### src/common/hpc_pkg.sv
package hpc_pkg;
  // ==========================================================
  // Widths
  localparam int POS_W = 32;
  localparam int SPD_W = 16;
  localparam int DIN_W = 8;

  // ==========================================================
  // Digital input bit positions (after force-on masking)
  localparam int DIN_FWD_START = 0;   // forward_start_input
  localparam int DIN_REV_START = 1;
  localparam int DIN_AUTO_MODE = 2;   // automatic_mode_input
  localparam int DIN_HOME_START = 3;

  // ==========================================================
  // Setting encodings
  localparam logic COORD_ABSOLUTE = 1'b0;
  localparam logic COORD_INCREMENTAL = 1'b1;
  localparam logic [1:0] HOME_METHOD_PROX = 2'h0;
  localparam logic [1:0] FEED_X1 = 2'h0;
  localparam logic [1:0] FEED_X10 = 2'h1;
  localparam logic [1:0] FEED_X100 = 2'h2;
  localparam logic [1:0] FEED_X1000 = 2'h3;
  localparam logic [POS_W-1:0] FACTOR_X1 = 32'h0000_0001;
  localparam logic [POS_W-1:0] FACTOR_X10 = 32'h0000_000A;
  localparam logic [POS_W-1:0] FACTOR_X100 = 32'h0000_0064;
  localparam logic [POS_W-1:0] FACTOR_X1000 = 32'h0000_03E8;
  // Largest target magnitude in feed units (999999)
  localparam logic signed [POS_W-1:0] TARGET_LIMIT = 32'sh000F_423F;

  // ==========================================================
  // Reset values
  localparam logic [POS_W-1:0] POS_RESET = 32'h0000_0000;
  localparam logic [SPD_W-1:0] SPD_RESET = 16'h0000;
  localparam logic [DIN_W-1:0] DIN_RESET = 8'h00;

  // ==========================================================
  // Settings that only take effect after a power cycle
  typedef struct packed {
    logic command_coordinate_type;
    logic position_retention_enable;
    logic [1:0] feed_scale_select;
    logic rotation_sense_select;
    logic [1:0] homing_method_select;
    logic homing_count_sense;
    logic signed [POS_W-1:0] home_coordinate_value;
    logic [DIN_W-1:0] input_force_on_mask;
    logic proximity_switch_polarity;
  } hpc_cfg_s;

  localparam hpc_cfg_s CFG_RESET = '0;

  // Settings that act immediately
  typedef struct packed {
    logic [SPD_W-1:0] homing_speed;
    logic [SPD_W-1:0] creep_speed;
    logic [SPD_W-1:0] jog_speed;
    logic [SPD_W-1:0] move_speed;
    logic [POS_W-1:0] home_offset_distance;
  } hpc_live_s;

  // Encoder and proximity switch
  typedef struct packed {
    logic step_up;
    logic step_down;
    logic z_marker;
    logic prox_switch;
  } hpc_enc_s;

  typedef enum logic [2:0] {
    ST_INIT,
    ST_IDLE,
    ST_JOG,
    ST_MOVE,
    ST_HOME_FAST,
    ST_HOME_CREEP
  } hpc_state_e;
endpackage

### src/rtl/hpc_homing_positioning.sv
`timescale 1ns/1ps
// Function
// Coordinate type 0 means absolute targets, 1 means incremental from current position.
// Retention 0 needs homing for valid position; 1 loads stored absolute position.
// Feed scale 0..3 gives factors 1, 10, 100, 1000 and target ranges.
// Home coordinate value is scaled by the feed factor into micrometres.
// Forward start turns anticlockwise with sense 0, clockwise with sense 1.
// Homing method 0 uses the proximity switch before Z-phase search.
// Home return runs at homing speed until first Z-phase marker.
// After the first Z-phase marker, approach home at creep speed.
// Home offset is micrometres from Z-phase to home; zero point unchanged.
// Home return ends there; position takes scaled home coordinate value.
// Inputs selected by force-on mask read as 1 regardless of pins.
// Proximity switch active low with polarity 0, active high with 1.
// Power-cycle settings are captured only once after reset release.
// Home-complete output is set after a successful home return.
// Host sets automatic mode before homing or positioning, clears it for jog.
// Targets outside the active feed range are rejected.
module hpc_homing_positioning (
  // Clock, reset, enable
  input wire logic i_ref_clk,
  input wire logic i_srst,
  input wire logic i_ce,
  // Settings
  input wire hpc_pkg::hpc_cfg_s i_cfg,
  input wire hpc_pkg::hpc_live_s i_live,
  // Host side
  input wire logic [hpc_pkg::DIN_W-1:0] i_din,
  input wire logic signed [hpc_pkg::POS_W-1:0] i_target,
  input wire logic signed [hpc_pkg::POS_W-1:0] i_abs_position,
  // Encoder side
  input wire hpc_pkg::hpc_enc_s i_enc,
  // Motion command
  output logic o_run,
  output logic o_dir_cw,
  output logic [hpc_pkg::SPD_W-1:0] o_speed_rpm,
  // Status
  output logic signed [hpc_pkg::POS_W-1:0] o_position,
  output logic o_position_valid,
  output logic o_home_complete_output,
  output logic o_in_position,
  output logic o_target_reject,
  output logic [hpc_pkg::DIN_W-1:0] o_din_eff
);
  typedef struct packed {
    hpc_pkg::hpc_state_e st;
    hpc_pkg::hpc_cfg_s cfg;
    logic signed [hpc_pkg::POS_W-1:0] pos;
    logic signed [hpc_pkg::POS_W-1:0] dest;
    logic [hpc_pkg::POS_W-1:0] offs_cnt;
    logic [hpc_pkg::DIN_W-1:0] din_prev;
    logic [hpc_pkg::DIN_W-1:0] din_eff;
    logic home_done;
    logic run;
    logic dir_cw;
    logic [hpc_pkg::SPD_W-1:0] speed;
    logic in_pos;
    logic reject;
  } hpc_regs_s;

  hpc_regs_s r_q;
  hpc_regs_s r_d;
  logic [hpc_pkg::DIN_W-1:0] din_eff;
  logic dog_active;
  logic fwd_rise;
  logic rev_rise;
  logic home_rise;
  logic auto_mode;
  logic signed [hpc_pkg::POS_W-1:0] tgt_scaled;
  logic tgt_ok;
  logic signed [hpc_pkg::POS_W-1:0] home_scaled;
  logic signed [hpc_pkg::POS_W-1:0] move_dest;
  logic signed [hpc_pkg::POS_W-1:0] pos_next;
  logic [hpc_pkg::POS_W-1:0] offs_next;

  // ==========================================================
  // Feed scaling of target and home coordinate
  hpc_scale u_tgt_scale (
    .i_value(i_target),
    .i_feed_scale_select(r_q.cfg.feed_scale_select),
    .o_scaled(tgt_scaled),
    .o_in_range(tgt_ok)
  );

  hpc_scale u_home_scale (
    .i_value(r_q.cfg.home_coordinate_value),
    .i_feed_scale_select(r_q.cfg.feed_scale_select),
    .o_scaled(home_scaled),
    .o_in_range()
  );

  // ==========================================================
  // Input conditioning
  // Forced bits override the pins for as long as power stays on
  assign din_eff = i_din | r_q.cfg.input_force_on_mask;
  assign auto_mode = din_eff[hpc_pkg::DIN_AUTO_MODE];
  assign fwd_rise = din_eff[hpc_pkg::DIN_FWD_START] & ~r_q.din_prev[hpc_pkg::DIN_FWD_START];
  assign rev_rise = din_eff[hpc_pkg::DIN_REV_START] & ~r_q.din_prev[hpc_pkg::DIN_REV_START];
  assign home_rise = din_eff[hpc_pkg::DIN_HOME_START] & ~r_q.din_prev[hpc_pkg::DIN_HOME_START];
  // Proximity polarity decides which level means the dog is reached
  assign dog_active = r_q.cfg.proximity_switch_polarity ? i_enc.prox_switch
                                                        : ~i_enc.prox_switch;
  // Destination depends on the latched coordinate type
  assign move_dest = (r_q.cfg.command_coordinate_type == hpc_pkg::COORD_INCREMENTAL) ?
                     r_q.pos + tgt_scaled : tgt_scaled;

  // ==========================================================
  // Encoder position tracking; simultaneous up and down cancel
  always_comb begin
    pos_next = r_q.pos;
    if (i_enc.step_up && !i_enc.step_down) begin
      pos_next = r_q.pos + 32'sh0000_0001;
    end else if (i_enc.step_down && !i_enc.step_up) begin
      pos_next = r_q.pos - 32'sh0000_0001;
    end
    offs_next = r_q.offs_cnt;
    if (i_enc.step_up ^ i_enc.step_down) begin
      offs_next = r_q.offs_cnt + 32'h0000_0001;
    end
  end

  // ==========================================================
  // Next-state logic
  always_comb begin
    r_d = r_q;
    r_d.din_prev = din_eff;
    r_d.din_eff = din_eff;
    r_d.pos = pos_next;
    r_d.reject = 1'b0;
    unique case (r_q.st)
      hpc_pkg::ST_INIT: begin
        // Captured once here, so later writes to the setting pins have no effect
        r_d.cfg = i_cfg;
        r_d.din_prev = i_din | i_cfg.input_force_on_mask;
        if (i_cfg.position_retention_enable) begin
          r_d.pos = i_abs_position;
          r_d.home_done = 1'b1;
        end
        r_d.st = hpc_pkg::ST_IDLE;
      end
      hpc_pkg::ST_IDLE: begin
        r_d.run = 1'b0;
        r_d.speed = hpc_pkg::SPD_RESET;
        if (!auto_mode) begin
          // Jog only while the host keeps automatic mode off
          if (din_eff[hpc_pkg::DIN_FWD_START] || din_eff[hpc_pkg::DIN_REV_START]) begin
            r_d.st = hpc_pkg::ST_JOG;
          end
        end else if (home_rise) begin
          r_d.home_done = 1'b0;
          r_d.in_pos = 1'b0;
          r_d.run = 1'b1;
          r_d.speed = i_live.homing_speed;
          r_d.dir_cw = r_q.cfg.rotation_sense_select ^ r_q.cfg.homing_count_sense;
          r_d.st = hpc_pkg::ST_HOME_FAST;
        end else if (fwd_rise) begin
          if (!tgt_ok) begin
            r_d.reject = 1'b1;
          end else if (r_q.home_done) begin
            // Without a valid position a move is meaningless; refuse the start until homed
            r_d.dest = move_dest;
            r_d.in_pos = 1'b0;
            r_d.st = hpc_pkg::ST_MOVE;
          end else begin
            r_d.reject = 1'b1;
          end
        end
      end
      hpc_pkg::ST_JOG: begin
        r_d.run = 1'b1;
        r_d.speed = i_live.jog_speed;
        // Forward start: anticlockwise at sense 0, clockwise at sense 1
        r_d.dir_cw = din_eff[hpc_pkg::DIN_FWD_START] ? r_q.cfg.rotation_sense_select
                                                     : ~r_q.cfg.rotation_sense_select;
        if (auto_mode || !(din_eff[hpc_pkg::DIN_FWD_START] ||
                           din_eff[hpc_pkg::DIN_REV_START])) begin
          r_d.run = 1'b0;
          r_d.st = hpc_pkg::ST_IDLE;
        end
      end
      hpc_pkg::ST_MOVE: begin
        if (r_q.pos == r_q.dest) begin
          r_d.run = 1'b0;
          r_d.speed = hpc_pkg::SPD_RESET;
          r_d.in_pos = 1'b1;
          r_d.st = hpc_pkg::ST_IDLE;
        end else begin
          r_d.run = 1'b1;
          r_d.speed = i_live.move_speed;
          // Moving toward larger coordinates is the forward sense
          r_d.dir_cw = (r_q.dest > r_q.pos) ? r_q.cfg.rotation_sense_select
                                            : ~r_q.cfg.rotation_sense_select;
        end
      end
      hpc_pkg::ST_HOME_FAST: begin
        r_d.speed = i_live.homing_speed;
        // Dog method only accepts a marker once the switch is reached
        if (i_enc.z_marker && (dog_active ||
            r_q.cfg.homing_method_select != hpc_pkg::HOME_METHOD_PROX)) begin
          r_d.speed = i_live.creep_speed;
          r_d.offs_cnt = hpc_pkg::POS_RESET;
          r_d.st = hpc_pkg::ST_HOME_CREEP;
        end
      end
      hpc_pkg::ST_HOME_CREEP: begin
        r_d.speed = i_live.creep_speed;
        r_d.offs_cnt = offs_next;
        // Offset only shifts the stop point, never the coordinate zero
        if (r_q.offs_cnt >= i_live.home_offset_distance) begin
          r_d.run = 1'b0;
          r_d.speed = hpc_pkg::SPD_RESET;
          r_d.pos = home_scaled;
          r_d.home_done = 1'b1;
          r_d.st = hpc_pkg::ST_IDLE;
        end
      end
      default: begin
        r_d.st = hpc_pkg::ST_IDLE;
      end
    endcase
  end

  // ==========================================================
  // State register; clock enable freezes everything except the synchronous reset, which acts even with enable low
  always_ff @(posedge i_ref_clk) begin
    if (i_srst) begin
      r_q.st <= hpc_pkg::ST_INIT;
      r_q.cfg <= hpc_pkg::CFG_RESET;
      r_q.pos <= hpc_pkg::POS_RESET;
      r_q.dest <= hpc_pkg::POS_RESET;
      r_q.offs_cnt <= hpc_pkg::POS_RESET;
      r_q.din_prev <= hpc_pkg::DIN_RESET;
      r_q.din_eff <= hpc_pkg::DIN_RESET;
      r_q.home_done <= 1'b0;
      r_q.run <= 1'b0;
      r_q.dir_cw <= 1'b0;
      r_q.speed <= hpc_pkg::SPD_RESET;
      r_q.in_pos <= 1'b0;
      r_q.reject <= 1'b0;
    end else if (i_ce) begin
      r_q <= r_d;
    end
  end

  // ==========================================================
  // Outputs, all from flip-flops
  assign o_run = r_q.run;
  assign o_dir_cw = r_q.dir_cw;
  assign o_speed_rpm = r_q.speed;
  assign o_position = r_q.pos;
  assign o_position_valid = r_q.home_done;
  assign o_home_complete_output = r_q.home_done;
  assign o_in_position = r_q.in_pos;
  assign o_target_reject = r_q.reject;
  assign o_din_eff = r_q.din_eff;
endmodule

### src/rtl/hpc_scale.sv
`timescale 1ns/1ps
// Scales a value in feed units to micrometres and checks its range
module hpc_scale (
  // Value and scale
  input wire logic signed [hpc_pkg::POS_W-1:0] i_value,
  input wire logic [1:0] i_feed_scale_select,
  // Result
  output logic signed [hpc_pkg::POS_W-1:0] o_scaled,
  output logic o_in_range
);
  logic [hpc_pkg::POS_W-1:0] factor;
  logic signed [2*hpc_pkg::POS_W-1:0] product;

  // Factor lookup; the range limit keeps the product inside 32 bits
  always_comb begin
    unique case (i_feed_scale_select)
      hpc_pkg::FEED_X1: factor = hpc_pkg::FACTOR_X1;
      hpc_pkg::FEED_X10: factor = hpc_pkg::FACTOR_X10;
      hpc_pkg::FEED_X100: factor = hpc_pkg::FACTOR_X100;
      hpc_pkg::FEED_X1000: factor = hpc_pkg::FACTOR_X1000;
    endcase
    product = i_value * $signed({1'b0, factor});
    o_scaled = product[hpc_pkg::POS_W-1:0];
    o_in_range = (i_value <= hpc_pkg::TARGET_LIMIT) && (i_value >= -hpc_pkg::TARGET_LIMIT);
  end
endmodule

### config.mk
export PLATFORM = sky130hd
export DESIGN_NAME = hpc_homing_positioning
export DESIGN_NICKNAME = d
export VERILOG_FILES = /design/src/common/hpc_pkg.sv /design/src/rtl/hpc_homing_positioning.sv /design/src/rtl/hpc_scale.sv
export SDC_FILE = /design/constraint.sdc
export NUM_CORES = 2
export LEC_CHECK = 0
export ABC_AREA = 1
export BUFFER_PORTS_ARGS = -buffer_cell sky130_fd_sc_hd__buf_4
export CAP_MARGIN = 25
export CORE_ASPECT_RATIO = 1.75
export CORE_MARGIN = 3
export CORE_UTILIZATION = 45
export CTS_CLUSTER_DIAMETER = 100
export DETAILED_ROUTE_END_ITERATION = 8
export GPL_ROUTABILITY_DRIVEN = 0
export HOLD_SLACK_MARGIN = 0.08
export PLACE_DENSITY = 0.66
export SLEW_MARGIN = 10
export SYNTH_ARGS = -nofsm -noshare
export SYNTH_HDL_FRONTEND = slang
export SYNTH_SLANG_ARGS = --single-unit
### constraint.sdc
create_clock -name i_ref_clk -period 9.38 [get_ports i_ref_clk]
set_input_delay 0.469 -clock i_ref_clk [delete_from_list [all_inputs] [get_ports i_ref_clk]]
set_output_delay 0.469 -clock i_ref_clk [all_outputs]
set_load 0.01 [all_outputs]
* After elaboration in Yosys (flattened, before gate mapping)
Index checks and enable logic that the tools add are counted.
Word-level totals: bits in registers 180, logic and storage cells 143, output and inout bits 62, input port bits 224
Cells by class: eq/ne operators 25, muxes and demuxes 49, $mul 2, reductions and logical operators 28, $add $sub $neg 4, order comparisons 4, bitwise gates (word level) 11
Operator list (count):
- two-way mux 32 bit | 7
- case mux 32 bit (2 select lines) | 2
- case mux 32 bit (4 select lines) | 1
- case mux 16 bit (5 select lines) | 1
- multiplier 32 x 33 -> 32 bit | 2
- two-way mux 16 bit | 3
- adder 32 x 1 -> 32 bit, second input constant | 1
- adder 32 x 2 -> 32 bit, second input constant | 1
- adder 32 bit | 1
- == test 32 bit | 1
- greater-or-equal comparator 32 x 21 -> 1 bit, second input constant | 1
- greater-or-equal comparator 32 bit | 1
- greater-than comparator 32 bit | 1
- less-or-equal comparator 32 x 21 -> 1 bit, second input constant | 1
- subtractor 32 x 2 -> 32 bit, second input constant | 1
- two-way mux 3 bit | 10
- two-way mux 21 bit | 1
- two-way mux 19 bit | 1
- != test 2 bit, second input constant | 9
- two-way mux 1 bit | 15
- case mux 3 bit (5 select lines) | 1
- AND reduction 7 bit | 2
- != test 3 bit, second input constant | 4
- != test 4 bit, second input constant | 3
- 30 further kinds | 52

* Longest topological paths before layout
word-level depth 7, depth in mapped cells 46, gate-level depth less buffers 43

* Cells and area by module
Synthesis repeated with hierarchy kept, for this count alone.
Second synthesis, totals: cell total of the unflattened synthesis 4761, area total of the unflattened synthesis 33693.6 um^2
By module, submodules not included:
- hpc_homing_positioning | cells an instance 2288, instances 1, seq. area each 3563.4 um^2, area each 14277.4 um^2
- hpc_scale at u_home_scale | cells an instance 1251, instances 1, seq. area each 0.0 um^2, area each 9754.4 um^2
- hpc_scale at u_tgt_scale | cells an instance 1222, instances 1, seq. area each 0.0 um^2, area each 9661.8 um^2

* Least setup slack after synthesis
OpenSTA, ideal clock, no wires.
path type register to register, start point register r_q[179] (netlist name), end point register r_q[100] (netlist name), cell stages (with the launch flop) 39, clock period less this slack 7.845 ns, data required time 9.271 ns, buffers on the path 4, arrival time 7.737 ns, setup time 0.109 ns, slack 1.535 ns, cell sequence dfxtp_1 -> buf_2 -> clkbuf_1 -> clkbuf_1 -> buf_1 -> nor2_1 -> fa_1 -> fa_1 -> inv_1 -> fa_1 -> fa_1 -> inv_1 -> ha_1 -> ha_1 -> fa_1 -> inv_1 -> fa_1 -> inv_1 -> [3 not listed] -> nand3_1 -> a21oi_1 -> xor2_1 -> inv_1 -> ha_1 -> nand2_1 -> o21ai_0 -> nand2_1 -> a21oi_1 -> nor2_1 -> nand2_1 -> nand2_1 -> inv_1 -> nor2_1 -> nand3_1 -> nand3_1 -> nand2_1 -> inv_1
On the way: cells in the longest elaborated chain, start to end 5, elaborated cells on any way between the ends 8, those cells by class add/sub (1); mul (1); eq/ne (3); mux (2); reduce/logical (1)
RTL lines:
- start: declaration | line hpc_homing_positioning.sv:61 | hpc_regs_s r_q;
- start signal: assignment | line hpc_homing_positioning.sv:241 | r_q <= r_d;
- == test 2 bit, or another cell as far along | line hpc_scale.sv:16 | unique case (i_feed_scale_select)
- case mux 32 bit (4 select lines) * | line hpc_scale.sv:16
- multiplier 32 x 33 -> 32 bit * | line hpc_scale.sv:22 | product = i_value * $signed({1'b0, factor});
- adder 32 bit | line hpc_homing_positioning.sv:105 | r_q.pos + tgt_scaled : tgt_scaled;
- two-way mux 32 bit * | line hpc_homing_positioning.sv:104 | assign move_dest = (r_q.cfg.command_coordinate_type == hpc_pkg::COORD_INCREMENTAL) ?
Every way passes the cells marked *; elsewhere a longest branch is shown, timed or not. The select of a mux whose other input is x is not followed. A chain may end at the register's enable or synchronous reset.

* Worst setup path after layout
start point register r_q[178] (netlist name), end point register r_q[98] (netlist name)
The elaborated chain is that of the path after synthesis.

==> impl_metrics.env <==
export IMPL_grt_pass1_wl_mm=179
export IMPL_cts_tree="built"
export IMPL_cts_max_level=4
export IMPL_setup_tns_ns=0
export IMPL_cp_end_kind="flop"
export IMPL_r2r_slack_ns=0.53
export IMPL_synth_distinct_cells=49
export IMPL_grt_max_degree=101
export IMPL_utilization_pct=50.0
export IMPL_initial_core_util_pct=45.6
export IMPL_fin_nets=6101
export IMPL_yosys_warnings=0
export IMPL_outcome="complete, no violations"
export IMPL_pwr_share_seq_pct=12.3
export IMPL_cp_slowest_cell="fa_1"
export IMPL_synth_edff_count=0
export IMPL_crit_required_ns=9.75
export IMPL_async_reset_ff_share_pct=0
export IMPL_power_frac_comb_pct=77.6
export IMPL_fin_crit_ns=8.85
export IMPL_cts_root_buf="clkbuf_16"
export IMPL_rsz0062_at_grt="false"
export IMPL_relSlewSlack_pct=40.7
export IMPL_powerDensity_nw_per_um2=205
export IMPL_hp_class="input port to flop"
export IMPL_drtIter0Drc=2156
export IMPL_period_share_pct=94.4
export IMPL_syn_avg_cell_area_um2=6.98
export IMPL_dieWidth_um=214
export IMPL_whs_endpoint="r_q[140]"
export IMPL_ios=286
export IMPL_wl_per_cell_um=19.3
export IMPL_hpwl_mm=96.9
export IMPL_clock_sinks=178
export IMPL_yosysSeqAreaShare_pct=10.5
export IMPL_route_vias_total=32525
export IMPL_setup_viol=0
export IMPL_vdd_ir_drop_max_mv=0.157
export IMPL_p_leak_nw=20.8
export IMPL_path_clk_slew_ns=0.08
export IMPL_multi_input_area_um2=25600
export IMPL_clkLatencyLatePin_ns=0.51
export IMPL_area_delta_synth_final_pct=9.59
export IMPL_worst_pin_slew_ns=0.888
export IMPL_fin_skew_ns=0.0242
export IMPL_syn_num_nets=5945
export IMPL_post_drt_via_cell_ratio=5.45
export IMPL_fmax_mhz=113
export IMPL_ant_nets=0
export IMPL_p_int_w=0.00326
export IMPL_p_sw_share_pct=57.2
export IMPL_wirelength_mm=115
export IMPL_whs_path_depth=3
export IMPL_reg2reg_depth=37
export IMPL_clock_power_share_pct=10.1
export IMPL_syn_area_um2=33900
export IMPL_antenna_found_initial=1
export IMPL_max_cap_viol_count=0
export IMPL_dieHeight_um=369
export IMPL_grt_overflow=0
export IMPL_cts_inserted_buffers=17
export IMPL_arrival_ns=9.22
export IMPL_reg2reg_from="r_q[178]"
export IMPL_io_buffers=285
export IMPL_track_usage_pct=29.4
export IMPL_dr_pass1_iters=8
export IMPL_ys_ff_latch=178
export IMPL_min_from="i_cfg[7]"
export IMPL_hold_viol=0
export IMPL_reg2reg_to="r_q[98]"
export IMPL_rows=132
export IMPL_drive_gt1_share_pct=8.33
export IMPL_switchingPower_w=0.00436
export IMPL_slew_violations=0
export IMPL_synth_main_ff_cell="dfxtp_1"
export IMPL_drc_errors=0
export IMPL_first_global_vias=33351
export IMPL_synth_cells=4858
export IMPL_postCtsSetupBuffers=0
export IMPL_crit_fanout=100
export IMPL_n_fill_cell=7588
export IMPL_layout_area_seq_um2=3570
export IMPL_crit_type="flop to flop"
export IMPL_core_um2=74300
export IMPL_die_area_um2=78800
export IMPL_clk_path_buf_depth=2
export IMPL_cp_slowest_stage_delay_ns=0.55
export IMPL_cp_start_kind="flop"
-- synthesized netlist by cell type, types with 28 or more instances --
cell type	number	share of area, %
inv_1	985	11
nand2_1	911	10
ha_1	523	19
nor2_1	496	5.5
fa_1	340	20
a21oi_1	297	4.4
o21ai_0	258	3.8
nand3_1	244	3.6
dfxtp_1	178	11
clkbuf_1	89	0.99
nor3_1	80	1.2
buf_4	60	1.3
nand4_1	60	1.1
xor2_1	55	1.4
o211ai_1	28	0.62
-- stage by stage --
step / hold slack [ns] / std cells / area [µm²] / total power [W] / worst slack [ns]
global placement: 0.452 / 5931 / 36500 / 0.00670 / 0.711
global route: 0.166 / 5965 / 37200 / 0.00842 / 0.0220
finish: 0.172 / 5966 / 37200 / 0.00762 / 0.526
detailed placement: 0.466 / 5932 / 36600 / 0.00673 / 0.554
CTS: 0.142 / 5964 / 37100 / 0.00757 / 0.548
floorplan: 0.427 / 4858 / 33900 / 0.00507 / 1.53
-- sequential cells by signal, summed over array words and instances (netlist names) --
name                    flops
o_home_complete_output      1
o_din_eff                   8
o_in_position               1
o_run                       1
o_target_reject             1
o_dir_cw                    1
r_q                       117
o_speed_rpm                16
o_position                 32
-- layout make-up --
type	count	share of cell area (%)
multi-input cells	3495	69.0
diodes	1	0.00673
inverters	1001	10.1
clock buffers	19	1.17
repair buffers	321	6.55
well taps	938	3.16
clock inverters	13	0.401
flip-flops and latches	178	9.61
-- layout by cell type (no fill, tap or decap), types with 5 or more instances in the layout --
master     synthesis  layout
inv_1            985     982
nand2_1          911     910
ha_1             523     523
nor2_1           496     494
fa_1             340     340
buf_4             60     318
a21oi_1          297     297
o21ai_0          258     258
nand3_1          244     244
dfxtp_1          178     176
nor3_1            80      80
nand4_1           60      60
xor2_1            55      55
o211ai_1          28      28
a31oi_1           25      25
xnor2_1           24      24
nor4_1            21      21
a21o_1            20      20
inv_2             15      17
o21bai_1          17      17
clkbuf_16          0      17
nor2_2            11      13
or2_2             10      10
nand3b_1          10      10
o22ai_1            9       9
o21a_1             8       8
nor3_2             8       8
a21boi_0           6       6
nand2_2            4       5
-- timing repair --
item,in CTS,in global routing
resized for setup,0,1
hold endpoints to repair,0,0
endpoints found under the setup margin,0,2
hold buffers,0,0
-- worst max path at each step --
stage | startpoint | end | slack, ns | depth (start not counted)
after floorplan | r_q[179] | r_q[100] | 1.53 | 38
after global placement | r_q[179] | r_q[98] | 0.71 | 35
after detailed placement | r_q[179] | r_q[90] | 0.55 | 34
after CTS | r_q[179] | r_q[90] | 0.55 | 34
after global routing | r_q[179] | r_q[99] | 0.02 | 36
final | r_q[178] | r_q[98] | 0.53 | 37
-- power by group through the flow --
stage               combinational [W]  clock (W)  sequential (W)
finish                        0.00591   0.000770        0.000934
global route                  0.00668   0.000802        0.000942
CTS                           0.00585   0.000784        0.000930
detailed placement            0.00579          0        0.000944
global placement              0.00575          0        0.000945
floorplan                     0.00416          0        0.000902
-- cell families (layout without fill, tap and decap cells) --
| kind of cell | after synthesis | count (layout) | synth area share [%] |
|---|---|---|---|
| simple gates | 1868 | 1868 | 23.2 |
| buf+inv | 1185 | 1354 | 13.9 |
| fa+ha+maj | 863 | 863 | 39.4 |
| compound gates | 685 | 685 | 11.0 |
| flops | 178 | 178 | 10.5 |
| xor+xnor | 79 | 79 | 2.04 |
| other cells | 0 | 1 | 0 |
-- routing by layer --
layer | part of all wire [%] | track usage [%] | up-vias
li1 | - | - | 15600
met1 | 37 | 32.5 | 15262
met2 | 50 | 52.6 | 1271
met3 | 6.7 | 4.67 | 390
met4 | 6.7 | 17.1 | 2
met5 | 0.011 | 0 | -
-- critical path, delay by kind of cell (launching register included) --
| kind | cells | cell delay, ns |
|---|---|---|
| AOI/OAI and AO/OA | 7 | 1.21 |
| adders and majority gates | 10 | 4.11 |
| buffers and inverters | 7 | 1.04 |
| DFF | 1 | 0.36 |
| and+or+nand+nor | 13 | 1.99 |
(Power assumes the default switching activity.)
